**src/rtl/tlx_defs.vh**
```
`ifndef TLX_DEFS_VH
`define TLX_DEFS_VH
// opcode patterns, matched against the upper bits of the instruction word
`define TLX_OPW_LATCH 6
`define TLX_OP_LATCH_READ 6'h28
`define TLX_OP_LATCH_WRITE 6'h29
`define TLX_OP_TABLE_WRITE 6'h2b
`define TLX_OP_TEST_SKIP 8'h33
`define TLX_OP_LIT_XOR 8'hb4
`define TLX_OPW_REG_XOR 7
`define TLX_OP_REG_XOR 7'h06
// instruction word field positions
`define TLX_BIT_T 9
`define TLX_BIT_D 8
`define TLX_BIT_I 8
// quarter phase codes
`define TLX_Q1 2'h0
`define TLX_Q2 2'h1
`define TLX_Q3 2'h2
`define TLX_Q4 2'h3
// reset values
`define TLX_RST_LATCH 16'h0000
`define TLX_RST_WORKING_REGISTER 8'h00
`endif

```
**src/rtl/tlx_phase.v**
```verilog
`timescale 1ns/1ps
`include "tlx_defs.vh"
module tlx_phase (
  input wire clk,
  input wire rst,
  output reg [1:0] phase,
  output wire cycle_start
);
  // four clocks form one instruction cycle, q1 to q4
  always @(posedge clk) begin
    if (rst) begin
      phase <= `TLX_Q1;
    end else begin
      phase <= phase + 2'h1;
    end
  end
  // pulse marks q4, the last quarter of the cycle
  assign cycle_start = (phase == `TLX_Q4);
endmodule

```
**src/rtl/tlx_exec.v**
```verilog
// The address map and the plain strobed port were chosen for this implementation.
`timescale 1ns/1ps
`include "tlx_defs.vh"
// Functional notes
// - latch read copies chosen byte to f
// - latch read decoded from 1010 00tx
// - latch write loads f into byte
// - latch ops pair with table transfers
// - zero test discards prefetch, two cycles
// - test skip decoded by 0011 0011
// - literal xor into working register, zero
// - literal xor decoded by 1011 0100
// - register xor, d picks destination
// - table write sends full latch out
module tlx_exec (
  input wire clk,
  input wire rst,
  input wire [15:0] instr,
  input wire instr_valid,
  output reg [7:0] file_addr,
  output wire file_rd,
  input wire [7:0] file_rdata,
  output wire file_wr,
  output reg [7:0] file_wdata,
  output reg [7:0] working_register,
  output reg zero_flag,
  output reg [15:0] table_latch,
  output reg skip_next,
  output reg prog_wr,
  output reg [15:0] prog_wdata,
  output wire busy,
  output wire [1:0] phase
);
  wire cycle_end;
  reg [7:0] operand;
  reg [7:0] result;
  reg file_wr_q;
  reg skip_cycle;
  wire [7:0] xor_val;

  tlx_phase u_phase (
    .clk(clk),
    .rst(rst),
    .phase(phase),
    .cycle_start(cycle_end)
  );

  wire is_lrd = instr_valid && (instr[15:10] == `TLX_OP_LATCH_READ);
  wire is_lwt = instr_valid && (instr[15:10] == `TLX_OP_LATCH_WRITE);
  // table write decode, also loads the latch byte on the same q4 edge
  wire is_twt = instr_valid && (instr[15:10] == `TLX_OP_TABLE_WRITE);
  wire is_tst = instr_valid && (instr[15:8] == `TLX_OP_TEST_SKIP);
  wire is_lxr = instr_valid && (instr[15:8] == `TLX_OP_LIT_XOR);
  wire is_rxr = instr_valid && (instr[15:9] == `TLX_OP_REG_XOR);
  wire sel_high = instr[`TLX_BIT_T];
  wire dest_f = instr[`TLX_BIT_D];
  // the skipped slot is a forced no-operation, so nothing decodes in it
  wire live = !skip_cycle;

  assign file_rd = live && (phase == `TLX_Q2) && (is_lwt || is_twt || is_tst || is_rxr);
  assign file_wr = file_wr_q;
  assign busy = skip_cycle;
  assign xor_val = working_register ^ operand;

  // q2 operand capture, q3 processing
  always @(posedge clk) begin
    if (rst) begin
      operand <= 8'h00;
      result <= 8'h00;
      file_addr <= 8'h00;
    end else if (live) begin
      if (phase == `TLX_Q1) begin
        file_addr <= instr[7:0];
      end
      if (phase == `TLX_Q2) begin
        if (is_lxr) begin
          operand <= instr[7:0];
        end else if (is_lrd) begin
          operand <= sel_high ? table_latch[15:8] : table_latch[7:0];
        end else begin
          operand <= file_rdata;
        end
      end
      if (phase == `TLX_Q3) begin
        result <= (is_lxr || is_rxr) ? xor_val : operand;
      end
    end
  end

  // q4 writes to the destination; the pulse covers the q4 clock only
  always @(posedge clk) begin
    if (rst) begin
      file_wr_q <= 1'b0;
      file_wdata <= 8'h00;
      working_register <= `TLX_RST_WORKING_REGISTER;
      zero_flag <= 1'b0;
      table_latch <= `TLX_RST_LATCH;
    end else begin
      file_wr_q <= 1'b0;
      if (live && phase == `TLX_Q3) begin
        if (is_lrd || (is_rxr && dest_f)) begin
          file_wr_q <= 1'b1;
          file_wdata <= (is_rxr) ? xor_val : (sel_high ? table_latch[15:8] : table_latch[7:0]);
        end
      end
      if (live && phase == `TLX_Q4) begin
        if (is_lwt || is_twt) begin
          if (sel_high) begin
            table_latch[15:8] <= result;
          end else begin
            table_latch[7:0] <= result;
          end
        end
        // literal xor lands in working register
        if (is_lxr || (is_rxr && !dest_f)) begin
          working_register <= result;
        end
        if (is_lxr || is_rxr) begin
          zero_flag <= (result == 8'h00);
        end
      end
    end
  end

  // zero test kills the prefetched word
  always @(posedge clk) begin
    if (rst) begin
      skip_cycle <= 1'b0;
      skip_next <= 1'b0;
    end else begin
      skip_next <= 1'b0;
      if (cycle_end) begin
        skip_cycle <= 1'b0;
        // test compares the captured operand; status flags stay untouched
        if (live && is_tst && operand == 8'h00) begin
          skip_cycle <= 1'b1;
          skip_next <= 1'b1;
        end
      end
    end
  end

  // table write ships the updated latch on the same q4 edge as the latch load
  // full sixteen bits to program memory
  always @(posedge clk) begin
    if (rst) begin
      prog_wr <= 1'b0;
      prog_wdata <= 16'h0000;
    end else begin
      prog_wr <= 1'b0;
      if (live && phase == `TLX_Q4 && is_twt) begin
        prog_wr <= 1'b1;
        prog_wdata <= sel_high ? {result, table_latch[7:0]} : {table_latch[15:8], result};
      end
    end
  end
endmodule

```
**config.mk**
```make
export PLATFORM = sky130hd
export DESIGN_NAME = tlx_exec
export DESIGN_NICKNAME = d
export VERILOG_FILES = /design/src/rtl/tlx_phase.v /design/src/rtl/tlx_exec.v
export VERILOG_INCLUDE_DIRS = /design/src /design/src/rtl
export SDC_FILE = /design/constraint.sdc
export NUM_CORES = 1
export LEC_CHECK = 0
export ABC_AREA = 1
export BUFFER_PORTS_ARGS = -buffer_cell sky130_fd_sc_hd__buf_2
export CORE_UTILIZATION = 48
export DETAILED_ROUTE_END_ITERATION = 8
export GPL_TIMING_DRIVEN = 1
export PLACE_DENSITY = 0.84
export SLEW_MARGIN = 10
export SYNTH_ARGS = -nofsm -noshare
export SYNTH_HDL_FRONTEND = slang
export SYNTH_SLANG_ARGS = --single-unit
```
**constraint.sdc**
```tcl
create_clock -name clk -period 1.8 [get_ports clk]
set_input_delay 0.27 -clock clk [delete_from_list [all_inputs] [get_ports clk]]
set_output_delay 0.27 -clock clk [all_outputs]
set_load 0.005 [all_outputs]
```
==> metrics.md <==
| Metric | Value |
|---|---|
| Status | finished, final reports clean |
| Post-Synth XOR/XNOR Area | ~1.7% |
| H-tree depth | 3 |
| Clock Sinks | around 80 |
| Worst reg2reg endpoint | working_register[1]$_SDFFE_PP0P_ |
| 1st-pass router iterations | 5 |
| Post-DR vias/cell | 5.24 |
| Hold depth | 3 |
| Asr flop ratio synth | 0% |
| Start point of the worst min-delay path | instr[3] |
| Tightest Hold Check Type | primary input to flop |
| Core ar. | around 8200 µm² |
| Unrepaired setup endpoints after global routing | no |
| IO Pins | 91 |
| Share of cells above drive strength 1 | between 20% and 30% |
| First-pass GRT wire length | about 18 mm |
| Mapped Nets | 643 |
| Worst path max stage delay | ~0.34 ns |
| Simple-gate share of the synthesized area | a little under a third |
| Antenna cells | 0 |
| TritonCTS clock tree | yes |
| Fin. Hold Viols | 0 |
| Post-synth EDFFs | 0 |
| Cts bufs inserted | 9 |
| Final min period | ~1.7 ns |
| Slew @ Worst Pin | 0.523 ns |
| Syn-to-layout area delta | 20.4% |
| Post-place setup slack | 0.111 ns |
| Clk_lat worst skew | roughly 0.35 ns |
| Fmax | between 500 and 600 MHz |
| CP endpoint kind | primary output |
| Critical path cell sequence | inv_1 -> ha_1 -> nand2_1 -> inv_2 -> o21ai_0 -> inv_1 -> buf_2 |
| Cells after Synth | around 610 |
| Synthesized-area fraction occupied by adder cells | under 10% |
| Sw frac | between 20% and 30% |
| Synth Area in Compound Gates | approximately 14% |
| Final layout net count | approximately 740 |
| Die X | about 94 µm |
| Crit start category | flop |
| CP Class | flop to primary output |
| Vias | approximately 4300 |
| RePlAce Congestion | 0.959 |
| CTS max path bufs | 2 |
| Ys flop type | dfxtp_1 |
| Synth warn | 0 |
| Die H | between 90 and 100 µm |
| Synth area leaders | dfxtp_1 39%, nand2_1 11%, nor2_1 8.7% |
| Tcrit/Tclk final | between 90% and 100% |
| Largest family of logic cells by synthesized area | simple AND/OR/NAND/NOR gates |
| Count leader, synth | nand2_1 |
| Post-Route WL | around 11 mm |
| Clock Pin Slew Worst Setup and Hold Paths | about 0.09 ns |
| Critical Path Most Common Cell | inv_1 |
| Initial core utilization | between 40% and 50% |
| Setup Buffers After CTS | 0 |
| R2r startpoint | u_phase.phase[0]$_SDFF_PP0_ |
| Post-synth top area cell | dfxtp_1 |
| Die ar. | slightly below 9000 µm² |
| CP startpoint | u_phase.phase[1]$_SDFF_PP0_ |
| All-Layer GR Usage | a little over a quarter |
| Slew Limit Fails | 0 |
| Reg2reg path depth | 8 |
| Post-Syn Area | 4040 µm² |
| Vias in the first global route | between 3000 and 4000 |
| Data arrival, critical path | between 1 and 1.5 ns |
| Worst Clk Skew | about 0.0095 ns |
| Max Cap Viol | 0 |
| Slew HR | 64.9% |
| Setup crit end | file_rd |
| Worst-case vdd ir drop | just under 0.4 mV |
| Syn_area_per_cell | 6.61 µm² |
| Power Density | ~750 nW/µm² |
| DR iter-0 viols | 326 |
| Internal reg-to-reg setup slack | 0.26 ns |
| Grt total ovfl | 0 |
| CP max FO | 9 |
| Initial antenna violation count | 0 |
| Layout fillers | 764 |
| Number of synthesized register bits | just under 80 |
| Sum Neg Setup Slack | 0 ns |
| Num rows | 33 |
| Commonest cells post-synth | 118 x nand2_1, 94 x nor2_1, 81 x inv_1, 79 x dfxtp_1, 59 x o21ai_0 |
| Clk root buf | clkbuf_8 |
| Sequential fraction of the synthesis area | between 30% and 40% |
| CP required | roughly 1.5 ns |
| Unique masters post-synth | 28 |
| Flop pwr share | between 50% and 60% |
| Final worst slack | ~0.12 ns |
| Slowest cell on crit path | dfxtp_2 |
| Combinational Power Share | 11.8% |
| Leak pwr | 2.48 nW |
| Largest net degree at the start of global routing | 50 |
| Drc violations | 0 |
| Psw | about 0.0010 W |
| Drt wl/cell | 13.9 µm |
| Multiplexer share of the synthesized area | 0% |
| Port Buffers | 90 |
| Internal power component | between 0.002 and 0.003 W |
| Antenna Nets Post-Route | 0 |
| Clock group share of total power | 36.7% |
| Endpoints failing setup | 0 |
| Post-synth top area share | 39.1% |
| DP HPWL | around 8.3 mm |
state kept, by name (all words and copies together), names as in the netlist, 2 cells and up:
| name | cells |
|---|---|
| table_latch | 16 |
| result | 8 |
| u_phase.phase | 2 |
| operand | 8 |
| file_wdata | 8 |
| working_register | 8 |
| file_addr | 8 |
| prog_wdata | 16 |
per-stage QoR:
| stage | hold WS [ns] | utilization [%] | power (W) | instance area, µm² | instances |
|---|---|---|---|---|---|
| floorplan | 0.409 | - | 0.00216 | 4040 | 612 |
| global placement | 0.462 | 56.9 | 0.00233 | 4650 | 800 |
| finish | 0.178 | 59.6 | 0.00366 | 4870 | 816 |
| CTS | 0.173 | 59.4 | 0.00366 | 4850 | 816 |
| global route | 0.172 | 59.6 | 0.00383 | 4870 | 816 |
| detailed placement | 0.484 | 56.9 | 0.00234 | 4650 | 800 |
metal layers:
metal,vias up,GRT usage [%],routed length (µm)
li1,2138,-,-
met1,1936,35.2,4950
met2,171,43.2,5370
met3,31,3.16,692
met4,0,12.1,333
met5,-,0,0
cell type report:
class	count	area (µm²)	area share, %
Tap cell	105	131	2.70
Clock inverter	4	55.1	1.13
Sequential cell	79	1590	32.6
Inverter	84	315	6.48
Timing Repair Buffer	114	643	13.2
Multi-Input combinational cell	418	1990	40.9
Clock buffer	12	145	2.98
worst min-delay path by stage:
stage                                             end  slack (ns)
after global placement    u_phase.phase[0]$_SDFF_PP0_        0.46
after CTS                   file_addr[0]$_SDFFE_PP0P_        0.17
after global routing        file_addr[3]$_SDFFE_PP0P_        0.17
final                       file_addr[3]$_SDFFE_PP0P_        0.18
after floorplan                    prog_wr$_SDFF_PP0_        0.41
after detailed placement  u_phase.phase[0]$_SDFF_PP0_        0.48
cell families (layout without fill, tap and decap cells):
group | after synthesis | count (layout)
XOR/XNOR | 8 | 8
AND/OR/NAND/NOR | 291 | 291
buffers and inverters | 115 | 214
flip-flops | 79 | 79
AO/OA/AOI/OAI | 115 | 115
adder cells (fa/ha/maj) | 4 | 4
layout by cell type, fill, tap and decap left out, drive strengths merged:
master / Yosys / routed
inv: 83 / 83
bufinv: 0 / 1
buf: 18 / 114
o21ai: 66 / 66
clkinvlp: 0 / 1
nand4: 17 / 17
ha: 4 / 4
nand3: 26 / 26
dfxtp: 79 / 79
nor2: 97 / 97
clkbuf: 13 / 12
nand2: 123 / 123
a21oi: 49 / 49
nand2b: 1 / 1
nor2b: 1 / 1
nor4: 3 / 3
clkinv: 1 / 3
nor3: 23 / 23
xnor2: 8 / 8
worst max-delay path: cells and delay by family, from the launching register on:
family,cells,cell delay [ns]
compound gates,1,0.13
fa+ha+maj,1,0.14
buf+inv,4,0.39
flops,1,0.34
simple gates,1,0.07
power groups by stage:
stage	Sequential (W)	Clock, W	Combinational (W)
finish	0.00188	0.00134	0.000433
global route	0.00189	0.00145	0.000487
CTS	0.00188	0.00136	0.000426
detailed placement	0.00192	0	0.000422
global placement	0.00191	0	0.000412
floorplan	0.00189	0	0.000266
what timing repair did:
| action | in CTS | in global routing |
|---|---|---|
| hold buffers | 0 | 0 |
| endpoints found under the setup margin | 0 | 14 |
| gates resized for setup | 0 | 6 |
Note: power is estimated with default switching activity, not from simulation.
